===== src/hdl/usart_slave_consts.svh =====
// usart_slave_consts.svh: register indices, bit positions, reset values
// assumes: byte address is four times the register index
`ifndef USART_SLAVE_CONSTS_SVH
`define USART_SLAVE_CONSTS_SVH

// register indices (byte address = index * 4)
`define IDX_PERIPHERAL_IRQ_FLAGS   8'h0C
`define IDX_RECEIVE_CTRL_STATUS    8'h18
`define IDX_TRANSMIT_HOLDING       8'h19
`define IDX_RECEIVE_BUFFER_READ    8'h1A
`define IDX_PERIPHERAL_IRQ_ENABLES 8'h8C
`define IDX_TRANSMIT_CTRL_STATUS   8'h98
`define IDX_BAUD_DIVISOR           8'h99

// receive control/status bits
`define POS_SERIAL_PORT_ENABLE     7
`define POS_NINE_BIT_RECEIVE       6
`define POS_SINGLE_RECEIVE_ENABLE  5
`define POS_CONT_RECEIVE_ENABLE    4
`define POS_ADDRESS_DETECT_ENABLE  3
`define POS_FRAMING_ERROR          2
`define POS_OVERRUN_ERROR          1
`define POS_RECEIVE_NINTH_BIT      0

// transmit control/status bits
`define POS_CLOCK_SOURCE_SELECT    7
`define POS_NINE_BIT_TRANSMIT      6
`define POS_TRANSMIT_ENABLE        5
`define POS_SYNC_MODE              4
`define POS_HIGH_BAUD              2
`define POS_SHIFT_REGISTER_EMPTY   1
`define POS_TRANSMIT_NINTH_BIT     0

// flag and enable bits
`define POS_PARALLEL_PORT_IRQ      7
`define POS_RECEIVE_DATA           5
`define POS_TRANSMIT_BUFFER_FREE   4

// writable masks and reset values
`define MASK_RX_CTRL_WRITE         8'hF8
`define MASK_TX_CTRL_WRITE         8'hF5
`define MASK_IRQ_ENABLES_WRITE     8'h7F
`define RST_RECEIVE_CTRL_STATUS    8'h00
`define RST_TRANSMIT_CTRL_STATUS   8'h02
`define RST_TRANSMIT_HOLDING       8'h00
`define RST_PERIPHERAL_IRQ_ENABLES 8'h00
`define RST_BAUD_DIVISOR           8'h00

// bit counts per word, minus one; receive buffer full word count
`define LAST_BIT_8                 4'h7
`define LAST_BIT_9                 4'h8
`define RX_FIFO_FULL               2'h2

`endif


===== src/hdl/usart_slave_pkg.sv =====
// usart_slave_pkg.sv: types of the synchronous slave serial port
// assumes: constants live in usart_slave_consts.svh
package usart_slave_pkg;
  typedef enum logic [0:0] {
    TX_IDLE  = 1'b0,
    TX_SHIFT = 1'b1
  } tx_state_t;
  typedef logic [8:0] rx_word_t;
endpackage


===== src/hdl/sync_2ff.sv =====
// sync_2ff.sv: two flip-flop synchroniser for pin levels
// assumes: inputs are asynchronous to core_clk_i
`timescale 1ns/1ps
`default_nettype none
module sync_2ff #(
  parameter int WIDTH = 1
) (
  input  wire logic             core_clk_i,
  input  wire logic             rst_n_i,
  input  wire logic             ce_i,
  input  wire logic [WIDTH-1:0] async_i,
  output logic      [WIDTH-1:0] sync_o
);
  logic [WIDTH-1:0] meta_reg;
  logic [WIDTH-1:0] meta_next;
  logic [WIDTH-1:0] sync_reg;
  logic [WIDTH-1:0] sync_next;

  always_comb begin
    meta_next = ce_i ? async_i : meta_reg;
    sync_next = ce_i ? meta_reg : sync_reg;
  end

  always_ff @(posedge core_clk_i or negedge rst_n_i) begin
    if (!rst_n_i) begin
      meta_reg <= '0;
      sync_reg <= '0;
    end else begin
      meta_reg <= meta_next;
      sync_reg <= sync_next;
    end
  end

  assign sync_o = sync_reg;
endmodule
`default_nettype wire


===== src/hdl/usart_sync_slave.sv =====
// usart_sync_slave.sv: synchronous slave serial port, wishbone registers
// assumes: external master drives shift clock; classic wishbone master
// Behaviour
// - slave mode when clock source bit clear
// - shifting continues while core sleeps
// - first written word moves straight to shifter
// - second word waits, buffer-free flag stays clear
// - after shift-out, held word loads, flag sets
// - transmit flag with enable wakes the core
// - single-receive enable ignored in slave mode
// - continuous receive works during sleep
// - full word copied to buffer; with enable, wakes core
// - receive flag set on completion, gated interrupt
// - data sampled on falling shift clock edge
// - two-word buffer; third word overruns when full
// - receive flag clears when buffer empties
//
// Chosen here: the Wishbone slave port.
`include "usart_slave_consts.svh"
`timescale 1ns/1ps
`default_nettype none
module usart_sync_slave (
  input  wire logic        core_clk_i,
  input  wire logic        rst_n_i,
  input  wire logic        ce_i,
  input  wire logic        wb_cyc_i,
  input  wire logic        wb_stb_i,
  input  wire logic        wb_we_i,
  input  wire logic [9:0]  wb_adr_i,
  input  wire logic [3:0]  wb_sel_i,
  input  wire logic [31:0] wb_dat_i,
  output logic      [31:0] wb_dat_o,
  output logic             wb_ack_o,
  input  wire logic        shared_clock_pin_i,
  input  wire logic        shared_data_pin_i,
  output logic             shared_data_pin_o,
  output logic             shared_data_pin_oe_o,
  output logic             wake_o
);
  logic [1:0]                     pins_s;
  logic                           clk_s;
  logic                           data_s;
  logic                           ack_reg,       ack_next;
  logic [31:0]                    dat_reg,       dat_next;
  logic [7:0]                     rx_ctrl_reg,   rx_ctrl_next;
  logic [7:0]                     tx_ctrl_reg,   tx_ctrl_next;
  logic [7:0]                     irq_en_reg,    irq_en_next;
  logic [7:0]                     baud_reg,      baud_next;
  logic [7:0]                     hold_reg,      hold_next;
  logic                           hold_full_reg, hold_full_next;
  usart_slave_pkg::tx_state_t     tx_state_reg,  tx_state_next;
  logic [8:0]                     tsr_reg,       tsr_next;
  logic [3:0]                     tx_cnt_reg,    tx_cnt_next;
  logic                           pin_o_reg,     pin_o_next;
  logic                           pin_oe_reg,    pin_oe_next;
  logic                           clk_prev_reg;
  logic [8:0]                     rsr_reg,       rsr_next;
  logic [3:0]                     rx_cnt_reg,    rx_cnt_next;
  usart_slave_pkg::rx_word_t      fifo_reg [0:1];
  usart_slave_pkg::rx_word_t      fifo_next [0:1];
  logic                           wr_ptr_reg,    wr_ptr_next;
  logic                           rd_ptr_reg,    rd_ptr_next;
  logic [1:0]                     count_reg,     count_next;
  logic                           overrun_error_bit_reg,      overrun_error_bit_next;
  logic                           wake_reg,      wake_next;
  logic                           active, tx_go, rx_go, fall, load, push;
  logic                           bus_req, bus_act, wr_en, tx_wr, pop, rx_done;
  logic                           transmit_buffer_free_flag, receive_data_flag;
  logic [3:0]                     tx_last, rx_last;
  logic [7:0]                     idx, wdat, rd_byte;
  usart_slave_pkg::rx_word_t      rx_head, rx_word;

  // pin synchroniser
  sync_2ff #(.WIDTH(2)) u_pin_sync (
    .core_clk_i (core_clk_i),
    .rst_n_i    (rst_n_i),
    .ce_i       (ce_i),
    .async_i    ({shared_clock_pin_i, shared_data_pin_i}),
    .sync_o     (pins_s)
  );
  assign clk_s  = pins_s[1];
  assign data_s = pins_s[0];

  assign active  = rx_ctrl_reg[`POS_SERIAL_PORT_ENABLE] & tx_ctrl_reg[`POS_SYNC_MODE]
                   & ~tx_ctrl_reg[`POS_CLOCK_SOURCE_SELECT];
  assign tx_go   = active & tx_ctrl_reg[`POS_TRANSMIT_ENABLE] & ~rx_ctrl_reg[`POS_CONT_RECEIVE_ENABLE];
  assign rx_go   = active & rx_ctrl_reg[`POS_CONT_RECEIVE_ENABLE];
  assign fall    = clk_prev_reg & ~clk_s;
  assign tx_last = tx_ctrl_reg[`POS_NINE_BIT_TRANSMIT] ? `LAST_BIT_9 : `LAST_BIT_8;
  assign rx_last = rx_ctrl_reg[`POS_NINE_BIT_RECEIVE] ? `LAST_BIT_9 : `LAST_BIT_8;
  assign idx     = wb_adr_i[9:2];
  assign wdat    = wb_dat_i[7:0];
  assign bus_req = wb_cyc_i & wb_stb_i & ~ack_reg;
  assign bus_act = wb_cyc_i & wb_stb_i & ack_reg;
  assign wr_en   = bus_act & wb_we_i & wb_sel_i[0];
  assign tx_wr   = wr_en & (idx == `IDX_TRANSMIT_HOLDING);
  assign pop     = bus_act & ~wb_we_i & (idx == `IDX_RECEIVE_BUFFER_READ) & (count_reg != 2'h0);
  assign rx_done = rx_go & fall & (rx_cnt_reg == rx_last);
  assign transmit_buffer_free_flag    = ~hold_full_reg;
  assign receive_data_flag    = count_reg != 2'h0;
  assign rx_head = fifo_reg[rd_ptr_reg];

  // register read mux
  always_comb begin
    rd_byte = 8'h00;
    case (idx)
      `IDX_PERIPHERAL_IRQ_FLAGS: begin
        rd_byte[`POS_RECEIVE_DATA]         = receive_data_flag;
        rd_byte[`POS_TRANSMIT_BUFFER_FREE] = transmit_buffer_free_flag;
      end
      `IDX_RECEIVE_CTRL_STATUS: begin
        rd_byte                         = rx_ctrl_reg & `MASK_RX_CTRL_WRITE;
        rd_byte[`POS_OVERRUN_ERROR]     = overrun_error_bit_reg;
        rd_byte[`POS_RECEIVE_NINTH_BIT] = rx_head[8];
      end
      `IDX_RECEIVE_BUFFER_READ:    rd_byte = rx_head[7:0];
      `IDX_PERIPHERAL_IRQ_ENABLES: rd_byte = irq_en_reg;
      `IDX_TRANSMIT_CTRL_STATUS: begin
        rd_byte                            = tx_ctrl_reg & `MASK_TX_CTRL_WRITE;
        rd_byte[`POS_SHIFT_REGISTER_EMPTY] = tx_state_reg == usart_slave_pkg::TX_IDLE;
      end
      `IDX_BAUD_DIVISOR:           rd_byte = baud_reg;
      default:                     rd_byte = 8'h00;
    endcase
  end

  // next state of bus, registers and both shifters
  always_comb begin
    ack_next       = bus_req;
    dat_next       = bus_req ? {24'h000000, rd_byte} : dat_reg;
    rx_ctrl_next   = rx_ctrl_reg;
    tx_ctrl_next   = tx_ctrl_reg;
    irq_en_next    = irq_en_reg;
    baud_next      = baud_reg;
    hold_next      = hold_reg;
    hold_full_next = hold_full_reg;
    tx_state_next  = tx_state_reg;
    tsr_next       = tsr_reg;
    tx_cnt_next    = tx_cnt_reg;
    rsr_next       = rsr_reg;
    rx_cnt_next    = rx_cnt_reg;
    fifo_next      = fifo_reg;
    wr_ptr_next    = wr_ptr_reg;
    rd_ptr_next    = rd_ptr_reg;
    count_next     = count_reg;
    overrun_error_bit_next      = overrun_error_bit_reg;
    load           = 1'b0;
    push           = 1'b0;
    if (wr_en) begin
      case (idx)
        `IDX_RECEIVE_CTRL_STATUS:    rx_ctrl_next = wdat & `MASK_RX_CTRL_WRITE;
        `IDX_PERIPHERAL_IRQ_ENABLES: irq_en_next  = wdat & `MASK_IRQ_ENABLES_WRITE;
        `IDX_TRANSMIT_CTRL_STATUS:   tx_ctrl_next = wdat & `MASK_TX_CTRL_WRITE;
        `IDX_BAUD_DIVISOR:           baud_next    = wdat;
        default:                     baud_next    = baud_reg;
      endcase
    end
    // transmit path, shifts on falling edges of the synchronised pin clock
    if (!tx_go) begin
      tx_state_next = usart_slave_pkg::TX_IDLE;
    end else begin
      unique case (tx_state_reg)
        usart_slave_pkg::TX_IDLE:  load = hold_full_reg;
        usart_slave_pkg::TX_SHIFT: begin
          if (fall) begin
            if (tx_cnt_reg == tx_last) begin
              tx_state_next = usart_slave_pkg::TX_IDLE;
              load          = hold_full_reg;
            end else begin
              tsr_next    = {1'b0, tsr_reg[8:1]};
              tx_cnt_next = tx_cnt_reg + 4'h1;
            end
          end
        end
      endcase
    end
    if (load) begin
      tsr_next       = {tx_ctrl_reg[`POS_TRANSMIT_NINTH_BIT], hold_reg};
      tx_cnt_next    = 4'h0;
      tx_state_next  = usart_slave_pkg::TX_SHIFT;
      hold_full_next = 1'b0;
    end
    if (tx_wr) begin
      hold_next      = wdat;
      hold_full_next = 1'b1;
    end
    // receive path
    if (!rx_go) begin
      rx_cnt_next = 4'h0;
      if (!rx_ctrl_reg[`POS_CONT_RECEIVE_ENABLE]) begin
        overrun_error_bit_next = 1'b0;
      end
    end else if (fall) begin
      rsr_next = {data_s, rsr_reg[8:1]};
      if (rx_done) begin
        rx_cnt_next = 4'h0;
        if (overrun_error_bit_reg) begin
          push = 1'b0;
        end else if (count_reg == `RX_FIFO_FULL && !pop) begin
          overrun_error_bit_next = 1'b1;
        end else begin
          push = 1'b1;
        end
      end else begin
        rx_cnt_next = rx_cnt_reg + 4'h1;
      end
    end
    // word taken after the last bit has been shifted in
    rx_word = rx_ctrl_reg[`POS_NINE_BIT_RECEIVE] ? rsr_next : {1'b0, rsr_next[8:1]};
    if (push) begin
      fifo_next[wr_ptr_reg] = rx_word;
      wr_ptr_next           = ~wr_ptr_reg;
    end
    if (pop) begin
      rd_ptr_next = ~rd_ptr_reg;
    end
    if (push && !pop) begin
      count_next = count_reg + 2'h1;
    end else if (!push && pop) begin
      count_next = count_reg - 2'h1;
    end
    pin_o_next  = tsr_next[0];
    pin_oe_next = tx_go;
    wake_next   = (receive_data_flag & irq_en_reg[`POS_RECEIVE_DATA])
                  | (transmit_buffer_free_flag & irq_en_reg[`POS_TRANSMIT_BUFFER_FREE]);
  end

  always_ff @(posedge core_clk_i or negedge rst_n_i) begin
    if (!rst_n_i) begin
      ack_reg       <= 1'b0;
      dat_reg       <= 32'h00000000;
      rx_ctrl_reg   <= `RST_RECEIVE_CTRL_STATUS;
      tx_ctrl_reg   <= `RST_TRANSMIT_CTRL_STATUS & `MASK_TX_CTRL_WRITE;
      irq_en_reg    <= `RST_PERIPHERAL_IRQ_ENABLES;
      baud_reg      <= `RST_BAUD_DIVISOR;
      hold_reg      <= `RST_TRANSMIT_HOLDING;
      hold_full_reg <= 1'b0;
      tx_state_reg  <= usart_slave_pkg::TX_IDLE;
      tsr_reg       <= 9'h000;
      tx_cnt_reg    <= 4'h0;
      pin_o_reg     <= 1'b0;
      pin_oe_reg    <= 1'b0;
      clk_prev_reg  <= 1'b0;
      rsr_reg       <= 9'h000;
      rx_cnt_reg    <= 4'h0;
      fifo_reg[0]   <= 9'h000;
      fifo_reg[1]   <= 9'h000;
      wr_ptr_reg    <= 1'b0;
      rd_ptr_reg    <= 1'b0;
      count_reg     <= 2'h0;
      overrun_error_bit_reg      <= 1'b0;
      wake_reg      <= 1'b0;
    end else if (ce_i) begin
      ack_reg       <= ack_next;
      dat_reg       <= dat_next;
      rx_ctrl_reg   <= rx_ctrl_next;
      tx_ctrl_reg   <= tx_ctrl_next;
      irq_en_reg    <= irq_en_next;
      baud_reg      <= baud_next;
      hold_reg      <= hold_next;
      hold_full_reg <= hold_full_next;
      tx_state_reg  <= tx_state_next;
      tsr_reg       <= tsr_next;
      tx_cnt_reg    <= tx_cnt_next;
      pin_o_reg     <= pin_o_next;
      pin_oe_reg    <= pin_oe_next;
      clk_prev_reg  <= clk_s;
      rsr_reg       <= rsr_next;
      rx_cnt_reg    <= rx_cnt_next;
      fifo_reg      <= fifo_next;
      wr_ptr_reg    <= wr_ptr_next;
      rd_ptr_reg    <= rd_ptr_next;
      count_reg     <= count_next;
      overrun_error_bit_reg      <= overrun_error_bit_next;
      wake_reg      <= wake_next;
    end
  end

  assign wb_ack_o             = ack_reg;
  assign wb_dat_o             = dat_reg;
  assign shared_data_pin_o    = pin_o_reg;
  assign shared_data_pin_oe_o = pin_oe_reg;
  assign wake_o               = wake_reg;
endmodule
`default_nettype wire


===== config.mk =====
export PLATFORM = sky130hd
export DESIGN_NAME = usart_sync_slave
export DESIGN_NICKNAME = d
export VERILOG_FILES = /design/src/hdl/usart_slave_pkg.sv /design/src/hdl/sync_2ff.sv /design/src/hdl/usart_sync_slave.sv
export VERILOG_INCLUDE_DIRS = /design/src /design/src/hdl
export SDC_FILE = /design/constraint.sdc
export NUM_CORES = 1
export LEC_CHECK = 0
export BUFFER_PORTS_ARGS = -buffer_cell sky130_fd_sc_hd__buf_4
export CORE_AREA = 2 2 75 148
export CTS_CLUSTER_DIAMETER = 40
export CTS_CLUSTER_SIZE = 10
export DETAILED_ROUTE_END_ITERATION = 6
export DIE_AREA = 0 0 77 150
export PLACE_DENSITY_LB_ADDON = 0.08
export SETUP_SLACK_MARGIN = 0.5
export SLEW_MARGIN = 0
export SYNTH_ARGS = -nofsm -noshare
export SYNTH_HDL_FRONTEND = slang
export SYNTH_HIERARCHICAL = 1
export SYNTH_SLANG_ARGS = --single-unit
export TNS_END_PERCENT = 100

===== constraint.sdc =====
create_clock -name core_clk_i -period 5.2 [get_ports core_clk_i]
set_clock_uncertainty 0.05 [all_clocks]
set_input_delay 0.26 -clock core_clk_i [delete_from_list [all_inputs] [get_ports core_clk_i]]
set_output_delay 0.26 -clock core_clk_i [all_outputs]
set_load 0.02 [all_outputs]

==> results of run 1 <==
synth_stat cells, types with 8 or more instances:
cell and number:
sky130_fd_sc_hd__o2bb2ai_1 8, sky130_fd_sc_hd__mux2_2 65, sky130_fd_sc_hd__nand3_1 8, sky130_fd_sc_hd__nand2_1 29
sky130_fd_sc_hd__buf_4 25, sky130_fd_sc_hd__clkbuf_1 8, sky130_fd_sc_hd__o21ai_0 21, sky130_fd_sc_hd__o22a_1 16
sky130_fd_sc_hd__inv_1 8, sky130_fd_sc_hd__o21a_1 16, sky130_fd_sc_hd__nor2_1 14, sky130_fd_sc_hd__dfrtp_1 101
sky130_fd_sc_hd__mux2i_1 9
through the flow:
| step | area (um2) | hold slack (ns) | cells |
|---|---|---|---|
| 6_report | 5698 | 0.09956 | 599 |
| 5_1_grt | 5698 | 0.09456 | 599 |
| 4_1_cts | 5698 | 0.08825 | 599 |
| 3_5_place_dp | 5341 | 0.2399 | 583 |
| 3_3_place_gp | 5341 | 0.2365 | 583 |
| 2_1_floorplan | 5142 | -0.08559 | 448 |
per-layer routing:
metal,routed length [um],global-route usage (%),share of wire [%]
met1,3988,21.10,37
met2,6226,38.25,58
met4,370,9.911,3.4
met3,240,2.714,2.2
met5,0,0,0
area by class of cell:
type,count,area [um2]
Fill cell,967,4780
Sequential cell,101,2527
Multi-Input combinational cell,298,2323
Timing Repair Buffer,39,295.3
Clock buffer,10,239.0
Tap cell,137,171.4
Clock inverter,5,107.6
Inverter,9,33.78
final timing paths:
kind	to	slack [ns]	cells after the start
setup reg to reg	tsr_reg[6]	2.62	5
min in group asynchronous	hold_reg[1]	0.39	2
hold reg to reg	tsr_reg[2]	0.44	1
setup / recovery	tsr_reg[6]	2.62	5
max in group asynchronous	wb_dat_o[6]	3.52	3
hold / removal	u_pin_sync/meta_reg[1]	0.1	2
power by group through the flow:
stage,logic [mW],clock network [mW],registers (mW)
after floorplan,0.0568,0,0.820
after global placement,0.0893,0,0.820
after detailed placement,0.0907,0,0.821
after CTS,0.0914,0.792,0.805
after global routing,0.100,0.820,0.806
final,0.0903,0.772,0.805
logic make-up (layout without fill, tap and decap cells):
group | after synthesis | count (layout) | synth area share, %
AND/OR/NAND/NOR | 93 | 93 | 11.09
AO/OA/AOI/OAI | 99 | 99 | 15.22
multiplexers | 74 | 74 | 16.26
XOR/XNOR | 5 | 5 | 0.8661
buffers and inverters | 49 | 63 | 5.766
flip-flops | 101 | 101 | 49.99
adder cells (fa/ha/maj) | 3 | 3 | 0.7425
other | 1 | 24 | 0.07417
==> run summary, run 1 <==
The count of TritonRoute iterations in the first routing pass is 4. Walking the worst path, the cells encountered are nand2b_1 > a2111oi_4 > o211ai_1 > nand2_1 > o21a_1. OpenSTA, run right after detailed placement, puts the worst setup slack at roughly 2.6 ns.

The proportion of synthesized chip area in sequential cells is 49.99%. The post-route netlist has between 20% and 30% of its cells at a drive strength greater than 1. The register share of total power came out at between 40% and 50%. For this run, design rule violations remaining after detail routing come to 0. In the synthesized netlist the dominant register cell turns out to be sky130_fd_sc_hd__dfrtp_1. The power per cell area came out at about 300 nW/um2. The number of global-route vias before repair came out at 3,451. The data arrival at the endpoint of the critical path came out at 2.82 ns. The floorplan row count came out at 53. Max-cap violations in this run came to 0.

The type of origin of the critical path is a flop. The number of antenna diodes is 0. The flip-flop count of the largest register, all copies and words added came out at 18. The detailed-route vias per instance is approximately 5.6.

The worst hold path belongs to the class input pin to flop. The hold buffer count at CTS is 1. The worst register-to-register path begins at u_pin_sync/sync_o[1].

Measured on the finished design, the core utilization comes to 54.38%. At the pin with the least slew margin, the transition time is 1.059 ns. The synthesis-to-finish area growth is 12.69%.

The via count is between 3k and 4k. The clock latency at the later pin of the worst-skew pair is around 0.34 ns. Based on the critical path, the design can be clocked at up to just under 0.4 GHz. After synthesis, the cell types taking the most area are sky130_fd_sc_hd__dfrtp_1 50%, sky130_fd_sc_hd__mux2_2 14%, sky130_fd_sc_hd__buf_4 3.7%.

The worst slew margin relative to its limit came out at 29.06%. The first global-routing pass estimated around 18 mm of wire. The largest fanout on the critical path came out at 14. In this run the deepest clock path goes through 2 buffers. Summed over all layers, the routed wires come to between 10 and 15 mm. The biggest area contributor in the post-synthesis netlist is sky130_fd_sc_hd__dfrtp_1. During synthesis, Yosys emitted a total of 6 warnings. The clock share of power came out at 46.3%. The count of buffers inserted at the top-level ports came out at 36. The width of the die came out at 77 um. The largest net degree at the start of global routing came out at 60. In this run the worst setup path begins at u_pin_sync/sync_o[1]. The total CTS buffers came out at 9. The max-slew violation count is 0. The endpoint class of the critical path is a flop. The number of hold violations in the final report is 0. Dividing the synthesized area by the synthesized cell count gives between 10 and 15 um2. On the critical path, the stage with the largest delay is an instance of sky130_fd_sc_hd__a2111oi_4.

The total global routing track utilization is about a fifth. The leakage power total is ~2.6 nW. The total negative setup slack is 0 ns. The net switching power is ~360 uW.

After synthesis, the largest area contributor takes up roughly half of total cell area. After clock tree synthesis, the clock-pin slew on the worst setup and hold paths is approximately 0.07 ns. The average wire length per cell after detail routing is 18.07 um. Setup repair after global routing left no endpoint under its margin. The area of the mapped netlist is between 5000 and 6000 um2. The number of antenna violations at the first check in global routing is 0. The effective utilization at floorplan came out at 48.26%. The cell type group with the largest total delay on the critical path is compound AO/OA/AOI/OAI gates.

The area of the core came out at approximately 10,000 um2. After synthesis, the share of flip-flops with an asynchronous set or reset is 100.0%. The most frequent standard cell in the layout excluding fill and tap cells is sky130_fd_sc_hd__dfrtp_1. The vertical extent of the die is 150 um. The remaining global-route overflow came out at 0.

The number of enable flip-flop cells after synthesis came out at 0. The DRC violation total after the first TritonRoute iteration came out at 110. In this design, the stage delay of the slowest critical-path cell is around 0.57 ns. The switching fraction of total power came out at between 20 and 25%.

During I/O placement, the number of pins put on the boundary was 90. The number of nets at the end of the flow came out at between 500 and 600. The antenna violation net count after detailed routing came out at 0. The setup-violating endpoint count in the final report is 0. Cell internal power was estimated by the tool at around 1.3 mW. The post-layout minimum cycle time is ~2.6 ns. Gates resized during post-CTS repair numbered 0.

The number of sinks driven by the clock tree is 101. The final weighted congestion in routability-driven placement came out at roughly 0.84. For the worst setup path, the data required time is 5.43 ns. TritonCTS built the clock tree. In the layout the commonest cells are 101 x sky130_fd_sc_hd__dfrtp_1, 65 x sky130_fd_sc_hd__mux2_2, 38 x sky130_fd_sc_hd__buf_4, 29 x sky130_fd_sc_hd__nand2_1, 24 x sky130_fd_sc_hd__conb_1.

Overall power consumption after layout is estimated at between 1.5 and 2 mW. The half-perimeter wire length after detailed placement came out at 8.220 mm. The die covers 11,550 um2. The worst hold path begins at shared_clock_pin_i. The worst ir drop on vdd is about 0.00018 V. The combinational cell fraction of total power came out at ~5.4%.

The root buffer cell chosen for the clock tree is sky130_fd_sc_hd__clkbuf_16. The flip-flop and latch count after synthesis is just over 100. The worst path buffer plus inverter count is 0. The post-synthesis instance total is ~430. The flow ran to the end, and the final reports show no timing, DRC or antenna violations.

The H-tree depth came out at 3. The worst setup path is of the flop to flop kind. The final period utilization is slightly below 50%.

The final setup slack of the worst path came out at 2.616 ns. The number of post-CTS setup repair buffers came out at 0. The number of distinct library cells after synthesis came out at 65.
No activity file was read; power rests on OpenSTA's default activity.
==> inputs of run 2 (changes only) <==
==> constraint.sdc (replaced) <==
create_clock -name core_clk_i -period 2.35 [get_ports core_clk_i]
set_clock_uncertainty 0.05 [all_clocks]
set_input_delay 0.1175 -clock core_clk_i [delete_from_list [all_inputs] [get_ports core_clk_i]]
set_output_delay 0.1175 -clock core_clk_i [all_outputs]
set_load 0.02 [all_outputs]
==> run summary, run 2 (synthesis gave the netlist of run 1 again) <==
Result of the run: finished, final reports clean (unchanged). The number of antenna violations at the first check in global routing is 0 (unchanged). The total CTS buffers came out at 9 (unchanged). The flip-flop count of the largest register, all copies and words added is 18 (unchanged).

The final period utilization came out at 84.75% (was 49.69%). The largest fanout on the critical path is 7 (was 14). The path type of the worst min-delay path is input pin to flop (unchanged). The share of final-layout standard cells stronger than drive strength 1 came to 38.24% (was 28.79%). The transition time at the pin with the least slew margin was 0.6784 ns (was 1.059 ns).

The final weighted congestion in routability-driven placement came out at 0.8178 (was 0.8401). The endpoint class of the critical path is a flop (unchanged). The area of the multi-input gates was 2540 um2 (was 2323 um2). The worst slew margin relative to its limit is 53.60% (was 29.06%). The pre-CTS setup slack is 0.1852 ns (was 2.570 ns).

The number of remaining DRC errors is 0 (unchanged). Commonest non-fill, non-tap cells in the layout: 99 x sky130_fd_sc_hd__dfrtp_1, 65 x sky130_fd_sc_hd__buf_4, 64 x sky130_fd_sc_hd__mux2_2, 26 x sky130_fd_sc_hd__nand2_1, 24 x sky130_fd_sc_hd__conb_1 (was 101 x sky130_fd_sc_hd__dfrtp_1, 65 x sky130_fd_sc_hd__mux2_2, 38 x sky130_fd_sc_hd__buf_4, 29 x sky130_fd_sc_hd__nand2_1, 24 x sky130_fd_sc_hd__conb_1). The worst setup path category was flop to flop (unchanged). The clock latency at the later pin of the worst-skew pair came out at 0.34 ns (about the same). The DRC violation total after the first TritonRoute iteration is 104 (was 110).

The depth of the worst hold-timing path was 2 (unchanged). The stage delay of the slowest cell on the critical path is 0.46 ns (was 0.57 ns). The number of ports placed on the die boundary came out at 90 (unchanged). The half-perimeter wire length after detailed placement came out at 8.643 mm (was 8.220 mm). The depth of the most critical reg-to-reg path is 6 (was 5). The max-slew violation count is 0 (unchanged). The leakage power total came out at 2.905 nW (was 2.639 nW). The post-layout minimum cycle time came out at 1.992 ns (was 2.584 ns). The worst setup slack for register-to-register paths is 0.36 ns (was 2.62 ns).

The maximum achievable frequency is 0.5021 GHz (was 0.3870 GHz). The cell with the largest stage delay on the worst path is sky130_fd_sc_hd__or4_4 (was sky130_fd_sc_hd__a2111oi_4). The total negative setup slack came out at 0 ns (unchanged).

The synthesis-to-finish area growth came to 24.13% (was 12.69%). The via count is 3,596 (was 3,351). The worst ir drop on vdd came out at 0.0004907 V (was 0.0001820 V). The number of global-route vias before repair came out at 3,831 (was 3,451). The clock-pin slew reported for the worst setup and hold paths after clock tree synthesis is 0.07 ns (about the same). The final setup slack of the worst path is 0.3583 ns (was 2.616 ns).

The critical hold path startpoint is wb_dat_i[5] (was shared_clock_pin_i). Unrepaired setup endpoints after global routing: yes (was no). The count of TritonRoute iterations in the first routing pass is 4 (unchanged). The first-pass GRT wire length came out at 20.02 mm (was 17.70 mm). The clock tree buffer depth is 2 (unchanged). The number of hold violations in the final report came out at 0 (unchanged).

The average wire length per cell after detail routing came out at 19.11 um (was 18.07 um). The vertical extent of the die came out at 150 um (unchanged). The total global routing track utilization came to 22.70% (was 20.00%). The type of origin of the critical path is a flop (unchanged). The width of the die came out at 77 um (unchanged). The reg-to-reg startpoint is tx_ctrl_reg[7] (was u_pin_sync/sync_o[1]). The antenna violation net count after detailed routing is 0 (unchanged).

The number of non-filler instances in the completed layout is 647 (was 599). The number of sinks driven by the clock tree came to 101 (unchanged). The most frequent standard cell in the layout excluding fill and tap cells was sky130_fd_sc_hd__dfrtp_1 (unchanged). The count of maximum capacitance violations is 0 (unchanged). The TritonCTS clock tree was done (unchanged). The power per cell area is 568.1 nW/um2 (was 292.7 nW/um2). The number of cells after detailed placement came out at 598 (was 583). The setup-violating endpoint count in the final report came out at 0 (unchanged). The cell at the root of the clock tree is sky130_fd_sc_hd__clkbuf_16 (unchanged). The flip-flop and latch area is 2530 um2 (was 2527 um2). The data arrival at the endpoint of the critical path was 2.18 ns (was 2.82 ns).

The remaining global-route overflow came out at 0 (unchanged). The area of the core came to 10,480 um2 (unchanged). The wire length reported by the detailed router was 12.37 mm (was 10.83 mm). The worst path buffer plus inverter count came out at 1 (was 0). The endpoint of the most critical register-to-register path was tsr_reg[4] (was tsr_reg[6]). The detailed-route vias per instance is 5.558 (was 5.594). The largest net degree at the start of global routing came to 44 (was 60). The floorplan row count came out at 53 (unchanged). The die footprint came out at 11,550 um2 (unchanged).

The end point of the worst hold path is baud_reg[5] (was u_pin_sync/meta_reg[1]). The number of nets at the end of the flow is 562 (was 515). The number of filler cells placed in the layout came out at 947 (was 967).

Cell-by-cell listing of the critical path: nand3b_4 > or3_4 > or4_4 > buf_6 > o22a_1 > o21a_1 (was nand2b_1 > a2111oi_4 > o211ai_1 > nand2_1 > o21a_1). The count of buffers inserted at the top-level ports came out at 36 (unchanged). The number of antenna diodes is 0 (unchanged). The H-tree depth is 3 (unchanged).

The effective utilization at floorplan came out at 48.26% (unchanged). The data required time at the worst endpoint was 2.53 ns (was 5.43 ns). The cell type group with the largest total delay on the critical path is simple AND/OR/NAND/NOR gates (was compound AO/OA/AOI/OAI gates).
==> run 2: cell count changes in the layout (fill, tap and decap cells not counted), moves of 3 or more <==
cell | before | now
sky130_fd_sc_hd__buf_6 | 0 | 6
sky130_fd_sc_hd__or3_4 | 0 | 3
sky130_fd_sc_hd__nand2_1 | 29 | 26
sky130_fd_sc_hd__buf_4 | 38 | 65
sky130_fd_sc_hd__o21ai_1 | 1 | 4
sky130_fd_sc_hd__dlygate4sd3_1 | 1 | 10
sky130_fd_sc_hd__o21ai_0 | 21 | 15
==> run 2: how the worst max path moves through the flow <==
stage                         startpoint         end  slack, ns  cells past startpoint
after floorplan           tx_ctrl_reg[7]  tsr_reg[0]       0.35                      7
after global placement    tx_ctrl_reg[7]  tsr_reg[3]       0.23                      6
after detailed placement  tx_ctrl_reg[7]  tsr_reg[3]       0.19                      6
after CTS                 tx_ctrl_reg[7]  tsr_reg[4]       0.34                      6
after global routing      tx_ctrl_reg[7]  tsr_reg[4]       0.31                      6
final                     tx_ctrl_reg[7]  tsr_reg[4]       0.36                      6
==> run 2: routing by layer <==
metal	vias to the layer above	part of all wire [%]	global-route usage [%]
met5	-	0	0
met1	1829	35	22.65
li1	1690	-	-
met2	63	61	45.79
met4	0	2.0	9.732
met3	14	2.1	2.774
==> run 2: power breakdown <==
part           internal (mW)  switching, mW  leakage, nW
sequential              1.76         0.0222         1.37
clock                  0.863          0.673        0.145
combinational         0.0918          0.154         1.39
total                   2.72          0.849         2.90
==> run 2: final cells by class <==
| type | count | share of cell area (%) |
|---|---|---|
| Clock inverter | 6 | 1.136 |
| Tap cell | 137 | 2.731 |
| Timing Repair Buffer | 83 | 11.00 |
| Multi-Input combinational cell | 301 | 40.47 |
| Clock buffer | 10 | 3.808 |
| Inverter | 9 | 0.5383 |
| Sequential cell | 101 | 40.31 |
==> run 2: per-stage QoR <==
stage               util, %  total power [mW]  instance area, um2  hold WS, ns
floorplan                 -             1.950                5189      -0.2281
global placement      52.44             2.027                5494      0.07798
detailed placement    52.44             2.032                5494      0.08590
CTS                   58.32             3.588                6111      0.01319
global route          59.90             3.687                6276      0.02089
finish                59.90             3.565                6276      0.01607
==> run 2: timing repair <==
item                                    CTS  global route
resized for setup                        19            27
hold buffers                             10             0
pin swaps                                 6             6
endpoints found under the setup margin   31            49
cloned                                    4             0
hold endpoints to repair                 65             0
buffers inserted                         12             7
==> inputs of run 3 (changes only) <==
--- a/config.mk
+++ b/config.mk
@@ -6,12 +6,13 @@
 export SDC_FILE = /design/constraint.sdc
 export NUM_CORES = 1
 export LEC_CHECK = 0
+export ABC_AREA = 1
 export BUFFER_PORTS_ARGS = -buffer_cell sky130_fd_sc_hd__buf_4
-export CORE_AREA = 2 2 75 148
+export CORE_AREA = 2 2 76 150
 export CTS_CLUSTER_DIAMETER = 40
 export CTS_CLUSTER_SIZE = 10
 export DETAILED_ROUTE_END_ITERATION = 6
-export DIE_AREA = 0 0 77 150
+export DIE_AREA = 0 0 78 152
 export PLACE_DENSITY_LB_ADDON = 0.08
 export SETUP_SLACK_MARGIN = 0.5
 export SLEW_MARGIN = 0
==> constraint.sdc (replaced) <==
create_clock -name core_clk_i -period 2 [get_ports core_clk_i]
set_clock_uncertainty 0.05 [all_clocks]
set_input_delay 0.1 -clock core_clk_i [delete_from_list [all_inputs] [get_ports core_clk_i]]
set_output_delay 0.1 -clock core_clk_i [all_outputs]
set_load 0.02 [all_outputs]
==> run summary, run 3 <==
Result of the run: finished, final reports clean (unchanged). The antenna violation net count after detailed routing came out at 0 (unchanged). The critical hold path startpoint is wb_dat_i[0] (was wb_dat_i[5]). The post-route cell area is 6859 um2 (was 6276 um2). The launching element of the worst setup path is rx_cnt_reg[2] (was tx_ctrl_reg[7]). The worst slew margin relative to its limit was 62.36% (was 53.60%). The end point of the worst hold path is baud_reg[0] (was baud_reg[5]). The max-slew violation count is 0 (unchanged). The total global routing track utilization came out at 23.97% (was 22.70%).

The average wire length per cell after detail routing came out at 15.25 um (was 19.11 um). Unrepaired setup endpoints after global routing: yes (unchanged). The number of remaining DRC errors came to 0 (unchanged). The share of final-layout standard cells stronger than drive strength 1 came out at 28.93% (was 38.24%). The number of global-route vias before repair is 4,456 (was 3,831). The share of synthesized cell area in and, or, nand and nor gates came out at 31.62% (was 11.09%). The mux contribution to synthesized area came out at 1.080% (was 16.26%). The count of buffers inserted at the top-level ports is 36 (unchanged). The data arrival at the endpoint of the critical path is 2.10 ns (was 2.18 ns). The width of the die is 78 um (was 77 um). The cell at the root of the clock tree is sky130_fd_sc_hd__clkbuf_16 (unchanged). The standard cell area after detailed placement is 5842 um2 (was 5494 um2). The setup-violating endpoint count in the final report is 0 (unchanged). Synth top cells by count: 265 x sky130_fd_sc_hd__nand2_1, 101 x sky130_fd_sc_hd__dfrtp_1, 62 x sky130_fd_sc_hd__o21ai_0 (was 101 x sky130_fd_sc_hd__dfrtp_1, 65 x sky130_fd_sc_hd__mux2_2, 29 x sky130_fd_sc_hd__nand2_1). The endpoint of the most critical register-to-register path is count_reg[1] (was tsr_reg[4]). The worst ir drop on vdd came out at 0.0004433 V (was 0.0004907 V). The endpoint class of the critical path is a flop (unchanged). The number of antenna diodes was 0 (unchanged). The detailed-route vias per instance came out at 5.072 (was 5.558).

Commonest non-fill, non-tap cells in the layout: 237 x sky130_fd_sc_hd__nand2_1, 100 x sky130_fd_sc_hd__dfrtp_1, 79 x sky130_fd_sc_hd__buf_4, 47 x sky130_fd_sc_hd__o21ai_0, 41 x sky130_fd_sc_hd__inv_1 (was 99 x sky130_fd_sc_hd__dfrtp_1, 65 x sky130_fd_sc_hd__buf_4, 64 x sky130_fd_sc_hd__mux2_2, 26 x sky130_fd_sc_hd__nand2_1, 24 x sky130_fd_sc_hd__conb_1). The most frequent cell after synthesis is sky130_fd_sc_hd__nand2_1 (was sky130_fd_sc_hd__dfrtp_1). The flip-flop count of the largest register, all copies and words added is 18 (unchanged). The combinational family with the most area after synthesis is simple AND/OR/NAND/NOR gates (was multiplexers). The share of async-settable or async-resettable flops after synthesis came to 100.0% (unchanged). The final setup slack of the worst path is 0.07481 ns (was 0.3583 ns). The number of distinct library cells after synthesis came out at 36 (was 65). The depth of the most critical reg-to-reg path is 10 (was 6). The average size of a mapped cell is 7.926 um2 (was 11.90 um2). The total CTS buffers was 9 (unchanged). The path type of the worst min-delay path was input pin to flop (unchanged).

The wire length reported by the detailed router came out at 13.79 mm (was 12.37 mm). The data required time at the worst endpoint came out at 2.18 ns (was 2.53 ns). The adder-cell share of the synthesized area is 0.7198% (was 0.7424%).

The number of enable flip-flop cells after synthesis was 0 (unchanged). The number of antenna violations at the first check in global routing is 0 (unchanged). The number of nets at the end of the flow came out at 816 (was 562).

The most frequent standard cell in the layout excluding fill and tap cells is sky130_fd_sc_hd__nand2_1 (was sky130_fd_sc_hd__dfrtp_1). The leakage power total came out at 3.412 nW (was 2.905 nW). Synth area leaders: sky130_fd_sc_hd__dfrtp_1 48%, sky130_fd_sc_hd__nand2_1 19%, sky130_fd_sc_hd__o21ai_0 6.0% (was sky130_fd_sc_hd__dfrtp_1 50%, sky130_fd_sc_hd__mux2_2 14%, sky130_fd_sc_hd__buf_4 3.7%). The most frequently used flop master after synthesis is sky130_fd_sc_hd__dfrtp_1 (unchanged). The post-layout minimum cycle time came out at 1.925 ns (was 1.992 ns). The clock latency at the later pin of the worst-skew pair is 0.35 ns (was 0.34 ns). The via count is 4,585 (was 3,596). The power per cell area is 679.3 nW/um2 (was 568.1 nW/um2). The area of the core came to 10,810 um2 (was 10,480 um2). The largest fanout on the critical path is 3 (was 7). The area fraction of the dominant cell type after synthesis came out at 48.46% (was 49.99%). The final design utilization came out at 63.45% (was 59.90%). The count of maximum capacitance violations came out at 0 (unchanged). The clock tree buffer depth came out at 2 (unchanged). The cell taking the most area after synthesis is sky130_fd_sc_hd__dfrtp_1 (unchanged). The clock-pin slew reported for the worst setup and hold paths after clock tree synthesis is 0.07 ns (about the same). The transition time at the pin with the least slew margin was 0.5647 ns (was 0.6784 ns). The post-synthesis instance total came out at 658 (was 425). The floorplan row count came to 54 (was 53). The final period utilization is 96.26% (was 84.75%). The TritonCTS clock tree is done (unchanged).

The pre-CTS setup slack came out at 0.07539 ns (was 0.1852 ns). The synthesis-to-finish area growth was 31.53% (was 24.13%). The xor and xnor area share after synthesis came out at 1.176% (was 0.8661%).

The flip-flop and latch count after synthesis came out at 101 (unchanged). The first-pass GRT wire length is 22.16 mm (was 20.02 mm). The count of TritonRoute iterations in the first routing pass is 6 (was 4).

The H-tree depth is 3 (unchanged). The DRC violation total after the first TritonRoute iteration came out at 221 (was 104). The proportion of synthesized chip area in sequential cells came out at 48.46% (was 49.99%). The flip-flop and latch area came out at 2529 um2 (was 2530 um2).

The worst setup path category is flop to flop (unchanged). The largest net degree at the start of global routing is 42 (was 44). The worst setup slack for register-to-register paths came to 0.07 ns (was 0.36 ns). The worst slack on hold paths is 0.01733 ns (was 0.01607 ns). The remaining global-route overflow came out at 0 (unchanged). The reg-to-reg startpoint is rx_cnt_reg[2] (was tx_ctrl_reg[7]). The maximum achievable frequency is 0.5194 GHz (was 0.5021 GHz).

The area of the mapped netlist came to 5215 um2 (was 5056 um2). The half-perimeter wire length after detailed placement is 9.718 mm (was 8.643 mm). The final weighted congestion in routability-driven placement came out at 0.9127 (was 0.8178). The depth of the worst hold-timing path was 3 (was 2). The compound-cell area share of the yosys netlist is 8.373% (was 15.22%). The number of sinks driven by the clock tree came out at 101 (unchanged). The number of ports placed on the die boundary is 90 (unchanged). The number of filler cells placed in the layout came out at 935 (was 947). The vertical extent of the die is 152 um (was 150 um). The effective utilization at floorplan is 48.24% (was 48.26%). The type of origin of the critical path was a flop (unchanged). The number of hold violations in the final report came out at 0 (unchanged). The number of synthesis warnings is 6 (unchanged).

The area of the multi-input gates is 2720 um2 (was 2540 um2). The die footprint came out at 11,860 um2 (was 11,550 um2).
run 3: cell count changes after synthesis, sizes merged, moves of 9 or more:
cell   change
nand3     +41
inv       +39
nand2    +242
nor2      +22
o21ai     +43
o22a      -15
a21oi      +9
mux2i      -9
mux2      -60
o21a      -16
run 3: metrics by stage:
stage / power, mW / TNS [ns] / instances
detailed placement: 2.615 / 0 / 852
global placement: 2.605 / 0 / 852
floorplan: 2.440 / 0 / 681
finish: 4.659 / 0 / 904
CTS: 4.664 / 0 / 892
global route: 4.838 / -0.006256 / 904
run 3: how the worst max path moves through the flow:
stage	slack, ns	end
floorplan	0.02	count_reg[1]
global placement	0.08	count_reg[1]
detailed placement	0.08	count_reg[1]
CTS	0.12	count_reg[1]
global route	-0.006	count_reg[1]
finish	0.07	count_reg[1]
run 3: cell families after synthesis:
logic type,Yosys count
compound gates,82
xor+xnor,7
fa+ha+maj,3
buf+inv,89
flops,101
mux,5
other cells,1
simple gates,370
run 3: layout make-up:
type                            count  share of cell area [%]
Clock inverter                      7                   1.788
Multi-Input combinational cell    495                   39.66
Timing Repair Buffer              102                   13.08
Clock buffer                        9                   3.283
Sequential cell                   101                   36.87
Inverter                           50                   2.773
Tap cell                          140                   2.554
run 3: report_power, final:
part / internal, mW / switching, mW / total [mW]
clock network: 1.23 / 0.796 / 2.03
logic: 0.163 / 0.325 / 0.489
registers: 2.10 / 0.0435 / 2.14
run 3: critical path, cell delays in order (launching register included):
cell                      delay [ns]
sky130_fd_sc_hd__dfrtp_1        0.42
sky130_fd_sc_hd__nor2_2         0.13
sky130_fd_sc_hd__nand3_2        0.11
sky130_fd_sc_hd__a21oi_4        0.21
sky130_fd_sc_hd__nand3_4        0.09
sky130_fd_sc_hd__inv_2          0.07
sky130_fd_sc_hd__ha_4           0.18
sky130_fd_sc_hd__or2_4          0.23
sky130_fd_sc_hd__a21oi_2        0.12
sky130_fd_sc_hd__o21ai_2        0.07
sky130_fd_sc_hd__xor2_1         0.14
run 3: timing repair:
action / CTS / global route
gates cloned: 3 / 2
pin swaps: 18 / 19
resized for setup: 36 / 71
buffers inserted: 17 / 10
hold buffers: 4 / 0
endpoints found under the setup margin: 71 / 82
hold endpoints to repair: 41 / 0
run 3: metal layers:
metal	track usage (%)	share of wire, %
met5	0	0
met4	12.45	4.9
met3	3.682	2.5
met1	26.55	37
met2	43.23	56
